File: config.mk
export PLATFORM = sky130hd
export DESIGN_NAME = llrm_local
export DESIGN_NICKNAME = d
export VERILOG_FILES = /design/src/design/llrm_pkg.sv /design/src/design/llrm_seq_table.sv /design/src/design/llrm_local.sv
export SDC_FILE = /design/constraint.sdc
export NUM_CORES = 1
export LEC_CHECK = 0
export BUFFER_PORTS_ARGS = -buffer_cell sky130_fd_sc_hd__buf_2
export CORE_MARGIN = 5
export CORE_UTILIZATION = 50
export CTS_BUF_LIST = sky130_fd_sc_hd__clkbuf_4
export CTS_CLUSTER_DIAMETER = 60
export DETAILED_ROUTE_END_ITERATION = 6
export PLACE_DENSITY = 0.81
export SKIP_LAST_GASP = 1
export SLEW_MARGIN = 10
export SYNTH_ARGS = -nofsm -noshare
export SYNTH_HDL_FRONTEND = slang
export SYNTH_SLANG_ARGS = --single-unit
File: constraint.sdc
create_clock -name sys_clk_i -period 2.7 [get_ports sys_clk_i]
set_input_delay 0.27 -clock sys_clk_i [delete_from_list [all_inputs] [get_ports sys_clk_i]]
set_output_delay 0.27 -clock sys_clk_i [all_outputs]
set_load 0.01 [all_outputs]
File: src/design/llrm_pkg.sv
// Purpose: Shared constants and types for the link local request machine
// Assumes: One system clock, synchronous reset
// Notes:   Frame type and control codes are local encodings
package llrm_pkg;

  // Frame type codes
  localparam logic [2:0] LLRM_NOACK_DATA_FRAME_TYPE    = 3'h0;
  localparam logic [2:0] LLRM_ACK_DATA_FRAME_TYPE      = 3'h1;
  localparam logic [2:0] LLRM_REQUEST_DATA_FRAME_TYPE  = 3'h2;
  localparam logic [2:0] LLRM_ACK_RESPONSE_FRAME_TYPE  = 3'h3;
  localparam logic [2:0] LLRM_DATA_RESPONSE_FRAME_TYPE = 3'h4;

  // Medium control codes
  localparam logic [1:0] LLRM_REQUEST_NO_REPLY_CTL      = 2'h0;
  localparam logic [1:0] LLRM_REQUEST_WITH_RESPONSE_CTL = 2'h1;

  // User request kinds
  localparam logic [1:0] LLRM_REQ_ACK_SEND   = 2'h0;
  localparam logic [1:0] LLRM_REQ_NOACK_SEND = 2'h1;
  localparam logic [1:0] LLRM_REQ_REPLY      = 2'h2;

  // Status codes
  localparam logic [1:0] LLRM_STATUS_OK = 2'h0;

  // Fixed sequence bit of unacknowledged frames
  localparam logic       LLRM_NOACK_SEQ = 1'b0;

  // Widths and reset value
  localparam int         LLRM_ADDR_W  = 4;
  localparam int         LLRM_SAP_W   = 8;
  localparam int         LLRM_PRIO_W  = 2;
  localparam int         LLRM_DATA_W  = 32;
  localparam logic       LLRM_SEQ_RST = 1'b0;

  typedef enum logic [2:0] {
    LLRM_CONFIGURE           = 3'b000,
    LLRM_IDLE                = 3'b001,
    LLRM_ACK_SEND_STATE      = 3'b010,
    LLRM_ACK_WAIT_STATE      = 3'b011,
    LLRM_NOACK_SEND_STATE    = 3'b100,
    LLRM_NOACK_SENT_STATE    = 3'b101,
    LLRM_REPLY_REQUEST_STATE = 3'b110,
    LLRM_REPLY_WAIT_STATE    = 3'b111
  } llrm_state_t;

endpackage : llrm_pkg

File: src/design/llrm_seq_table.sv
// Purpose: Per-remote sequence bit store with toggle
// Assumes: Toggle and read on the same clock
// Notes:   All bits start at the reset value
`timescale 1ns/1ps
`default_nettype none
module llrm_seq_table #(
  parameter int ADDR_W = llrm_pkg::LLRM_ADDR_W
) (
  // Clock and reset
  input  wire logic              sys_clk_i,
  input  wire logic              srst_i,
  // Read port
  input  wire logic [ADDR_W-1:0] rd_addr_i,
  output logic                   rd_seq_o,
  // Toggle port
  input  wire logic              toggle_i,
  input  wire logic [ADDR_W-1:0] toggle_addr_i
);

  typedef struct packed {
    logic [(1<<ADDR_W)-1:0] seq;
  } llrm_seq_st_t;

  llrm_seq_st_t st_q;
  llrm_seq_st_t st_d;

  // Next sequence bits
  always_comb begin
    st_d = st_q;
    if (toggle_i) begin
      st_d.seq[toggle_addr_i] = ~st_q.seq[toggle_addr_i];
    end
  end

  // Register the table
  always_ff @(posedge sys_clk_i) begin
    if (srst_i) begin
      st_q.seq <= {(1<<ADDR_W){llrm_pkg::LLRM_SEQ_RST}};
    end else begin
      st_q <= st_d;
    end
  end

  assign rd_seq_o = st_q.seq[rd_addr_i];

endmodule : llrm_seq_table
`default_nettype wire

File: src/design/llrm_local.sv
// Purpose: Local request machine for one access point and priority
// Assumes: User and medium side are logic on sys_clk_i
// Notes:   One instance per access point and priority pairing
// How it works
// - Serves ack, no-ack and reply requests only
// - No-ack frame: seq 0, data, no-reply control
// - Ack wait ends on matching response and ok
// - Reply frame: remote seq, empty, with-response control
// - One instance per access point and priority
// - Unlisted events change nothing, do nothing
// - Transition actions in listed order only
`timescale 1ns/1ps
`default_nettype none
module llrm_local #(
  parameter int                               ADDR_W = llrm_pkg::LLRM_ADDR_W,
  parameter int                               SAP_W  = llrm_pkg::LLRM_SAP_W,
  parameter int                               PRIO_W = llrm_pkg::LLRM_PRIO_W,
  parameter int                               DATA_W = llrm_pkg::LLRM_DATA_W,
  parameter logic [SAP_W-1:0]                 OWN_SAP  = 8'h00,
  parameter logic [PRIO_W-1:0]                OWN_PRIO = 2'h0
) (
  // Clock and reset
  input  wire logic              sys_clk_i,
  input  wire logic              srst_i,
  // Activation
  input  wire logic              local_active_i,
  // User request
  input  wire logic              req_valid_i,
  input  wire logic [1:0]        req_kind_i,
  input  wire logic [SAP_W-1:0]  req_dsap_i,
  input  wire logic [ADDR_W-1:0] req_ra_i,
  input  wire logic [DATA_W-1:0] req_data_i,
  output logic                   req_ready_o,
  // Validation result for the held request
  input  wire logic              valid_ok_i,
  input  wire logic              valid_fail_i,
  input  wire logic [1:0]        valid_status_i,
  // User confirmation
  output logic                   cnf_valid_o,
  output logic [1:0]             cnf_kind_o,
  output logic [1:0]             cnf_status_o,
  output logic [SAP_W-1:0]       cnf_ssap_o,
  output logic [SAP_W-1:0]       cnf_dsap_o,
  output logic [ADDR_W-1:0]      cnf_ra_o,
  output logic [PRIO_W-1:0]      cnf_prio_o,
  output logic [DATA_W-1:0]      cnf_data_o,
  output logic                   cnf_has_data_o,
  // Medium request
  output logic                   ma_req_o,
  output logic [ADDR_W-1:0]      ma_da_o,
  output logic [2:0]             ma_type_o,
  output logic                   ma_seq_o,
  output logic [SAP_W-1:0]       ma_ssap_o,
  output logic [SAP_W-1:0]       ma_dsap_o,
  output logic [DATA_W-1:0]      ma_data_o,
  output logic                   ma_has_data_o,
  output logic [1:0]             ma_ctl_o,
  output logic [PRIO_W-1:0]      ma_prio_o,
  // Medium confirmation and indication
  input  wire logic              ma_cnf_i,
  input  wire logic [1:0]        ma_cnf_status_i,
  input  wire logic              ma_ind_i,
  input  wire logic [ADDR_W-1:0] ma_ind_sa_i,
  input  wire logic [SAP_W-1:0]  ma_ind_ssap_i,
  input  wire logic [2:0]        ma_ind_type_i,
  input  wire logic [DATA_W-1:0] ma_ind_data_i,
  input  wire logic              ma_ind_has_data_i,
  // Management
  output logic                   management_alert_o
);

  ////////////////////////////////////////////////////////////////////////
  // State

  typedef struct packed {
    llrm_pkg::llrm_state_t state;
    logic [1:0]            kind;
    logic [SAP_W-1:0]      dsap;
    logic [ADDR_W-1:0]     ra;
    logic [DATA_W-1:0]     data;
    logic                  cnf_valid;
    logic [1:0]            cnf_status;
    logic [DATA_W-1:0]     cnf_data;
    logic                  cnf_has_data;
    logic                  ma_req;
    logic [2:0]            ma_type;
    logic                  ma_seq;
    logic [DATA_W-1:0]     ma_data;
    logic                  ma_has_data;
    logic [1:0]            ma_ctl;
    logic                  alert;
    logic                  seq_toggle;
  } llrm_st_t;

  llrm_st_t st_q;
  llrm_st_t st_d;
  logic     cur_seq;

  // Response matches current remote, access point and type
  function automatic logic llrm_match(input logic [2:0] t);
    llrm_match = (ma_ind_sa_i == st_q.ra) && (ma_ind_ssap_i == st_q.dsap) && (ma_ind_type_i == t);
  endfunction : llrm_match

  ////////////////////////////////////////////////////////////////////////
  // Sequence bits per remote

  llrm_seq_table #(
    .ADDR_W (ADDR_W)
  ) u_seq (
    .sys_clk_i     (sys_clk_i),
    .srst_i        (srst_i),
    .rd_addr_i     (st_q.ra),
    .rd_seq_o      (cur_seq),
    .toggle_i      (st_q.seq_toggle),
    .toggle_addr_i (st_q.ra)
  );

  ////////////////////////////////////////////////////////////////////////
  // Next state and actions

  always_comb begin
    st_d            = st_q;
    st_d.cnf_valid  = 1'b0;
    st_d.ma_req     = 1'b0;
    st_d.alert      = 1'b0;
    st_d.seq_toggle = 1'b0;
    unique case (st_q.state)
      llrm_pkg::LLRM_CONFIGURE: begin
        if (local_active_i) st_d.state = llrm_pkg::LLRM_IDLE;
      end
      llrm_pkg::LLRM_IDLE: begin
        if (!local_active_i) begin
          st_d.state = llrm_pkg::LLRM_CONFIGURE;
        end else if (req_valid_i && req_kind_i != 2'h3) begin
          st_d.kind = req_kind_i; // Save request context
          st_d.dsap = req_dsap_i;
          st_d.ra   = req_ra_i;
          st_d.data = req_data_i;
          unique case (req_kind_i)
            llrm_pkg::LLRM_REQ_ACK_SEND:   st_d.state = llrm_pkg::LLRM_ACK_SEND_STATE;
            llrm_pkg::LLRM_REQ_NOACK_SEND: st_d.state = llrm_pkg::LLRM_NOACK_SEND_STATE;
            default:                       st_d.state = llrm_pkg::LLRM_REPLY_REQUEST_STATE;
          endcase
        end
      end
      llrm_pkg::LLRM_ACK_SEND_STATE,
      llrm_pkg::LLRM_NOACK_SEND_STATE,
      llrm_pkg::LLRM_REPLY_REQUEST_STATE: begin
        st_d.ma_data     = st_q.data;
        st_d.ma_has_data = 1'b1;
        st_d.ma_ctl      = llrm_pkg::LLRM_REQUEST_WITH_RESPONSE_CTL;
        st_d.ma_seq      = cur_seq;
        if (st_q.state == llrm_pkg::LLRM_ACK_SEND_STATE) begin
          st_d.ma_type = llrm_pkg::LLRM_ACK_DATA_FRAME_TYPE;
        end else if (st_q.state == llrm_pkg::LLRM_NOACK_SEND_STATE) begin
          st_d.ma_type = llrm_pkg::LLRM_NOACK_DATA_FRAME_TYPE;
          st_d.ma_seq  = llrm_pkg::LLRM_NOACK_SEQ;
          st_d.ma_ctl  = llrm_pkg::LLRM_REQUEST_NO_REPLY_CTL;
        end else begin
          st_d.ma_type     = llrm_pkg::LLRM_REQUEST_DATA_FRAME_TYPE;
          st_d.ma_data     = '0;
          st_d.ma_has_data = 1'b0;
        end
        if (valid_ok_i) begin
          st_d.ma_req = 1'b1;
          st_d.state  = llrm_state_next(st_q.state);
        end else if (valid_fail_i) begin
          st_d.cnf_valid    = 1'b1;
          st_d.cnf_status   = valid_status_i;
          st_d.cnf_has_data = 1'b0;
          st_d.cnf_data     = '0;
          st_d.state        = llrm_pkg::LLRM_IDLE;
        end
      end
      llrm_pkg::LLRM_NOACK_SENT_STATE: begin
        if (ma_cnf_i) begin
          st_d.cnf_valid    = 1'b1;
          st_d.cnf_status   = ma_cnf_status_i;
          st_d.cnf_has_data = 1'b0;
          st_d.cnf_data     = '0;
          st_d.state        = llrm_pkg::LLRM_IDLE;
        end
      end
      llrm_pkg::LLRM_ACK_WAIT_STATE,
      llrm_pkg::LLRM_REPLY_WAIT_STATE: begin
        if (ma_cnf_i && ma_cnf_status_i != llrm_pkg::LLRM_STATUS_OK) begin
          st_d.cnf_valid    = 1'b1;
          st_d.cnf_status   = ma_cnf_status_i;
          st_d.cnf_has_data = 1'b0;
          st_d.cnf_data     = '0;
          st_d.state        = llrm_pkg::LLRM_IDLE;
        end else if (ma_ind_i && ma_cnf_i && llrm_match(st_q.state == llrm_pkg::LLRM_ACK_WAIT_STATE ?
                     llrm_pkg::LLRM_ACK_RESPONSE_FRAME_TYPE : llrm_pkg::LLRM_DATA_RESPONSE_FRAME_TYPE)
                     && !(st_q.state == llrm_pkg::LLRM_ACK_WAIT_STATE && ma_ind_has_data_i)) begin
          st_d.cnf_valid    = 1'b1;
          st_d.cnf_status   = llrm_pkg::LLRM_STATUS_OK;
          st_d.cnf_has_data = (st_q.state == llrm_pkg::LLRM_REPLY_WAIT_STATE) && ma_ind_has_data_i;
          st_d.cnf_data     = (st_q.state == llrm_pkg::LLRM_REPLY_WAIT_STATE) ? ma_ind_data_i : '0;
          st_d.seq_toggle   = 1'b1;
          st_d.state        = llrm_pkg::LLRM_IDLE;
        end else if (ma_ind_i) begin
          st_d.alert = 1'b1;
          st_d.state = llrm_pkg::LLRM_IDLE;
        end
      end
      default: st_d = st_q;
    endcase
  end

  // Successor state after a frame is sent
  function automatic llrm_pkg::llrm_state_t llrm_state_next(input llrm_pkg::llrm_state_t s);
    unique case (s)
      llrm_pkg::LLRM_ACK_SEND_STATE:   llrm_state_next = llrm_pkg::LLRM_ACK_WAIT_STATE;
      llrm_pkg::LLRM_NOACK_SEND_STATE: llrm_state_next = llrm_pkg::LLRM_NOACK_SENT_STATE;
      default:                         llrm_state_next = llrm_pkg::LLRM_REPLY_WAIT_STATE;
    endcase
  endfunction : llrm_state_next

  // Register all state
  always_ff @(posedge sys_clk_i) begin
    if (srst_i) begin
      st_q       <= '0;
      st_q.state <= llrm_pkg::LLRM_CONFIGURE;
    end else begin
      st_q <= st_d;
    end
  end

  ////////////////////////////////////////////////////////////////////////
  // Outputs

  assign req_ready_o        = (st_q.state == llrm_pkg::LLRM_IDLE) && local_active_i;
  assign cnf_valid_o        = st_q.cnf_valid;
  assign cnf_kind_o         = st_q.kind;
  assign cnf_status_o       = st_q.cnf_status;
  assign cnf_ssap_o         = OWN_SAP;
  assign cnf_dsap_o         = st_q.dsap;
  assign cnf_ra_o           = st_q.ra;
  assign cnf_prio_o         = OWN_PRIO;
  assign cnf_data_o         = st_q.cnf_data;
  assign cnf_has_data_o     = st_q.cnf_has_data;
  assign ma_req_o           = st_q.ma_req;
  assign ma_da_o            = st_q.ra;
  assign ma_type_o          = st_q.ma_type;
  assign ma_seq_o           = st_q.ma_seq;
  assign ma_ssap_o          = OWN_SAP;
  assign ma_dsap_o          = st_q.dsap;
  assign ma_data_o          = st_q.ma_data;
  assign ma_has_data_o      = st_q.ma_has_data;
  assign ma_ctl_o           = st_q.ma_ctl;
  assign ma_prio_o          = OWN_PRIO;
  assign management_alert_o = st_q.alert;
endmodule : llrm_local
`default_nettype wire

==> results of run 1 <==
critical path, cell delays in order, from the launching register on:
cell      delay [ns]
dfxtp_1         0.58
nand3b_1        0.21
a31oi_1         0.08
or4_4           0.57
nor3_4          0.46
buf_4           0.27
a22o_1          0.17
synth_stat cells, drive strengths merged, types with 5 or more instances:
cell,count,area [µm²]
buf,132,983.4
o31ai,5,37.54
a22oi,32,240.2
inv,7,26.28
a211oi,9,67.56
dfxtp,141,2823
nor2,69,259.0
a21oi,50,250.2
o21ai,5,25.02
xnor2,7,80.08
nor3,21,116.4
a22o,32,280.3
nand2,102,382.9
xor2,7,61.31
clkbuf,29,108.9
flip-flops by register name, indices dropped and copies added (netlist names):
register / flops
ma_ctl_o: 1
cnf_dsap_o: 8
cnf_valid_o: 1
st_q: 36
ma_seq_o: 1
cnf_has_data_o: 1
management_alert_o: 1
u_seq.st_q: 16
ma_data_o: 32
ma_req_o: 1
cnf_ra_o: 4
cnf_data_o: 32
ma_has_data_o: 1
ma_type_o: 2
cnf_status_o: 2
cnf_kind_o: 2
layout make-up:
type                    instances  area [µm²]  area share (%)
clock buffers                  17       127.6           1.656
clock inverters                15       142.6           1.851
inverters                       7       26.28          0.3410
multi-input cells             415        2387           30.98
flip-flops and latches        141        2823           36.63
well taps                     168       210.2           2.728
repair buffers                306        1989           25.82
final timing paths:
path | start | endpoint | slack, ns
worst max-delay path | st_q[126] | cnf_data_o[23] | 0.30
worst min-delay path | ma_cnf_status_i[0] | cnf_status_o[0] | 0.07
worst max register to register | st_q[126] | cnf_data_o[23] | 0.30
worst min register to register | st_q[80] | st_q[80] | 0.47
layer usage:
layer,share of wire [%],vias to the layer above,global-route usage [%]
li1,-,2623,-
met1,40,2528,26.37
met2,49,231,39.21
met3,9.0,26,8.485
met4,1.9,2,9.104
met5,0.075,-,0
stage by stage:
| step | hold slack, ns | instances |
|---|---|---|
| 3_5_place_dp | 0.4463 | 954 |
| 4_1_cts | 0.01226 | 1069 |
| 3_3_place_gp | 0.4407 | 954 |
| 2_1_floorplan | 0.3861 | 724 |
| 5_1_grt | 0.05340 | 1069 |
| 6_report | 0.07174 | 1069 |
logic make-up after synthesis:
logic type	count (synthesis)	share of synthesized area, %
DFF	141	45.39
muxes	7	1.750
xor gates and xnor gates	14	2.274
AOI/OAI and AO/OA	148	16.60
and+or+nand+nor	224	15.94
buffers and inverters	168	17.99
other	1	0.06030
power by group through the flow:
stage / sequential (mW) / clock (mW) / combinational, mW
floorplan: 2.16 / 0 / 0.191
global route: 2.13 / 1.45 / 0.424
finish: 2.12 / 1.32 / 0.391
detailed placement: 2.17 / 0 / 0.287
CTS: 2.12 / 1.35 / 0.381
global placement: 2.17 / 0 / 0.283
==> results.tsv, run 1 <==
metric	value	unit
outcome	completed	
Total GRT Usage	23.09	%
Layout area overhead	23.92	%
# IOs	230	
synth unique cells	50	
number of global-route vias before repair	5342	
share of cells above drive strength 1	30.41	%
cells after synthesis	703	
switching pwr	1.119	mW
# Max-Cap Violations	0	
Initial Util	51.34	%
Final Hold Violating Endpoints	0	
Mapped Area	6218	µm²
sequential area share after synthesis	45.39	%
Synthesis Warnings	0	
clock-pin transition on the worst setup and hold timing paths	0.13	ns
commonest non-fill, non-tap cell in the layout	buf_2	
first-pass GRT wire length	26910	µm
diodes inserted	0	
WL/cell	16.16	µm
Rel. slew slack	51.22	%
cts repair resizes	0	
Power, Total	3.831	mW
fmax	0.4167	GHz
Net Sw Frac	29.22	%
postcts setup bufs	0	
clk sinks	141	
largest net degree at the start of global routing	73	
clock root buffer	clkbuf_4	
Final ANT Viol Nets	0	
Cell Rows	40	
# H-tree levels	4	
hold_buf cts	83	
most frequent cells in the layout	buf_2 (206), dfxtp_1 (141), nand2_1 (102)	
Port Buffer Count	207	
GRT overflow	0	
RSZ-0062 raised after global routing	false	
CP arrival	2.89	ns
final worst slack	0.2999	ns
Gate power share	10.2	%
die width	121.5	µm
Final Util	63.63	%
Pre-antenna DRT Iters	5	
EDFF count, synth	0	
Final period util	88.89	%
cell count of the worst reg-to-reg path	6	
dpl hpwl	10720	µm
Post-Place Cell Area	6605	µm²
Routed WL	17280	µm
Fillers	953	
DR vias/cell	5.061	
worst min path class	in -> reg	
Core ar.	12110	µm²
Seq pwr share	55.4	%
initial DRC count	222	
CP max FO	12	
Nets	994	
IR Drop Worst-Case VDD	386.7	µV
Clock power frac	34.4	%
main flop type after synthesis	dfxtp_1	
Setup crit start kind	register	
Clock Skew	0.02194	ns
worst skew pair latency	0.57	ns
Die Y	121.5	µm
Hold Path Cell Cnt	3	
Avg Synthesized Cell Area	8.846	µm²
cts bufs inserted	17	
CTS tree	done	
setup TNS	0	ns
Leak	3.371	nW
Synth Register Bits	141	
max-slew violations	0	
Finished Cell Area	7706	µm²
worst slew pin tran	0.7317	ns
Crit. End Element	register	
post-layout min period	2.400	ns
drc violations	0	
Setup-failing EPs final	0	
critical path class	reg -> reg	
Pint	2.712	mW
PD cells	497.2	nW/µm²
clk buf depth	2	
ys async rst share	0	%
area of the die	14770	µm²
post-place setup slack	0.3613	ns
GPL Wtd Cong	0.8049	
total number of vias	5410	
antenna violations before repair	1	
WP data required	3.19	ns
No activity file was read; power rests on OpenSTA's default activity.
==> run 2, diff against run 1 <==
--- a/config.mk
+++ b/config.mk
@@ -12,6 +12,7 @@
 export CTS_CLUSTER_DIAMETER = 60
 export DETAILED_ROUTE_END_ITERATION = 6
 export PLACE_DENSITY = 0.81
+export REMOVE_ABC_BUFFERS = 1
 export SKIP_LAST_GASP = 1
 export SLEW_MARGIN = 10
 export SYNTH_ARGS = -nofsm -noshare
==> run 2 against run 1 <==
Net effect: cell area increased by 0.26%; critical path depth unchanged; core utilization increased by 0.17 points; register-to-register slack improved by 0.14 ns; combinational power decreased by 2%; sequential share of layout area decreased by 0.095 points; worst setup slack improved by 0.14 ns; via count increased by 0.48%; largest cell class unchanged; largest power group unchanged; global-route usage decreased by 0.11 points; non-clock buffer count decreased by 6.
==> results.tsv, run 2 (same netlist as run 1, synthesis figures left out) <==
metric	value	unit	change
outcome	completed		
Crit. End Element	register		
drc violations	0		unchanged
largest net degree at the start of global routing	71		-2.7%
most frequent cells in the layout	buf_2 (206), dfxtp_1 (141), nand2_1 (102)		
Final Hold Violating Endpoints	0		unchanged
final worst slack	0.4448	ns	+0.1449 ns
Fillers	996		+4.5%
number of global-route vias before repair	5558		+4.0%
final non-filler cell total	1064		-0.47%
top cell family by delay on the critical path	simple AND/OR/NAND/NOR gates		
Setup-failing EPs final	0		unchanged
antenna violations before repair	1		unchanged
Layout area overhead	24.25	%	
Final Util	63.79	%	+0.17 points
Leak	3.363	nW	-0.24%
clock-pin transition on the worst setup and hold timing paths	0.12	ns	about the same
worst slew pin tran	0.7097	ns	-0.02195 ns
Seq. cell area	2823	µm²	unchanged
post-layout min period	2.255	ns	-0.1449 ns
Final ANT Viol Nets	0		unchanged
Clock Skew	0.01702	ns	-0.004920 ns
worst hold slack	0.1419	ns	+0.07012 ns
GRT overflow	0		unchanged
Crit path buffers/inverters	1		unchanged
# Max-Cap Violations	0		unchanged
slowest CP cell	dfxtp_1		
RSZ-0062 raised after global routing	false		
GPL Wtd Cong	0.8309		+3.2%
WL/cell	16.26	µm	+0.63%
# IOs	230		unchanged
max FFs per register	36		unchanged
Post-Place Cell Area	6573	µm²	-0.49%
Multi-input gate area	2387	µm²	unchanged
die width	121.5	µm	unchanged
total number of vias	5436		+0.48%
clock root buffer	clkbuf_4		
Port Buffer Count	207		unchanged
Total GRT Usage	22.97	%	-0.11 points
critical path class	reg -> reg		
Cell Rows	40		unchanged
CP arrival	2.68	ns	-0.21 ns
post-place setup slack	0.4492	ns	+0.08799 ns
dpl hpwl	10620	µm	-0.90%
Pre-antenna DRT Iters	5		unchanged
Power, Total	4.006	mW	+4.6%
Rel. slew slack	52.68	%	+1.5 points
clk buf depth	2		unchanged
area of the die	14770	µm²	unchanged
DR vias/cell	5.109		+0.95%
Final period util	83.52	%	-5.4 points
postcts setup bufs	0		unchanged
clk sinks	141		unchanged
IR Drop Worst-Case VDD	415.7	µV	+7.5%
WP data required	3.13	ns	-0.06 ns
commonest non-fill, non-tap cell in the layout	buf_2		
CP Cell Sequence	xor2_1 -> nor4_1 -> and3_1 -> a311oi_4 -> buf_4 -> a22o_1		
cts bufs inserted	17		unchanged
# H-tree levels	4		unchanged
share of cells above drive strength 1	29.72	%	-0.69 points
Die Y	121.5	µm	unchanged
Setup crit start kind	register		
fmax	0.4434	GHz	+6.4%
setup TNS	0	ns	unchanged
Routed WL	17300	µm	+0.16%
CP max FO	35		+23
worst min path class	in -> reg		
Initial Util	51.34	%	unchanged
Biggest register	st_q		
placed insts	948		-0.63%
Finished Cell Area	7726	µm²	+0.26%
initial DRC count	312		+41%
max-slew violations	0		unchanged
CTS tree	done		
Nets	988		-0.60%
first-pass GRT wire length	26990	µm	+0.30%
Critical Path Max Stage Delay	0.56	ns	-0.02 ns
Core ar.	12110	µm²	unchanged
PD cells	518.5	nW/µm²	+4.3%
worst skew pair latency	0.54	ns	-0.03 ns
run 2: tightest hold or removal path: cells and delay by family:
kind / cells / cell delay [ns]
compound gates: 2 / 0.27
buf+inv: 1 / 0.12
run 2: worst paths after layout:
check | start | to | slack, ns | cells past startpoint
setup / recovery | cnf_ra_o[2] | cnf_data_o[8] | 0.44 | 6
hold / removal | ma_cnf_status_i[1] | cnf_status_o[1] | 0.14 | 3
setup reg to reg | cnf_ra_o[2] | cnf_data_o[8] | 0.44 | 6
hold reg to reg | st_q[84] | st_q[84] | 0.46 | 2
run 2: metal layers:
| metal | global-route usage [%] | share of wire (%) | wire, µm |
|---|---|---|---|
| met4 | 12.04 | 3.0 | 516 |
| met3 | 5.688 | 6.5 | 1127 |
| met5 | 0 | 0 | 0 |
| met1 | 26.21 | 39 | 6719 |
| met2 | 39.62 | 52 | 8940 |
run 2: final cells by class:
type                            count  area share (%)
Clock inverter                     12           2.202
Tap cell                          168           2.721
Timing Repair Buffer              300           25.33
Clock buffer                       20           1.943
Inverter                            7          0.3401
Antenna cell                        1         0.03239
Sequential cell                   141           36.53
Multi-Input combinational cell    415           30.90
run 2: timing repair:
| action | in CTS | in global routing |
|---|---|---|
| hold buffers | 83 | 0 |
| hold endpoints to repair | 83 | 0 |
| setup endpoints to repair | 0 | 0 |
| resized for setup | 0 | 0 |
run 2: report_power, final:
group,switching (mW),internal [mW]
sequential,0.0229,2.10
clock,0.741,0.759
combinational,0.191,0.191
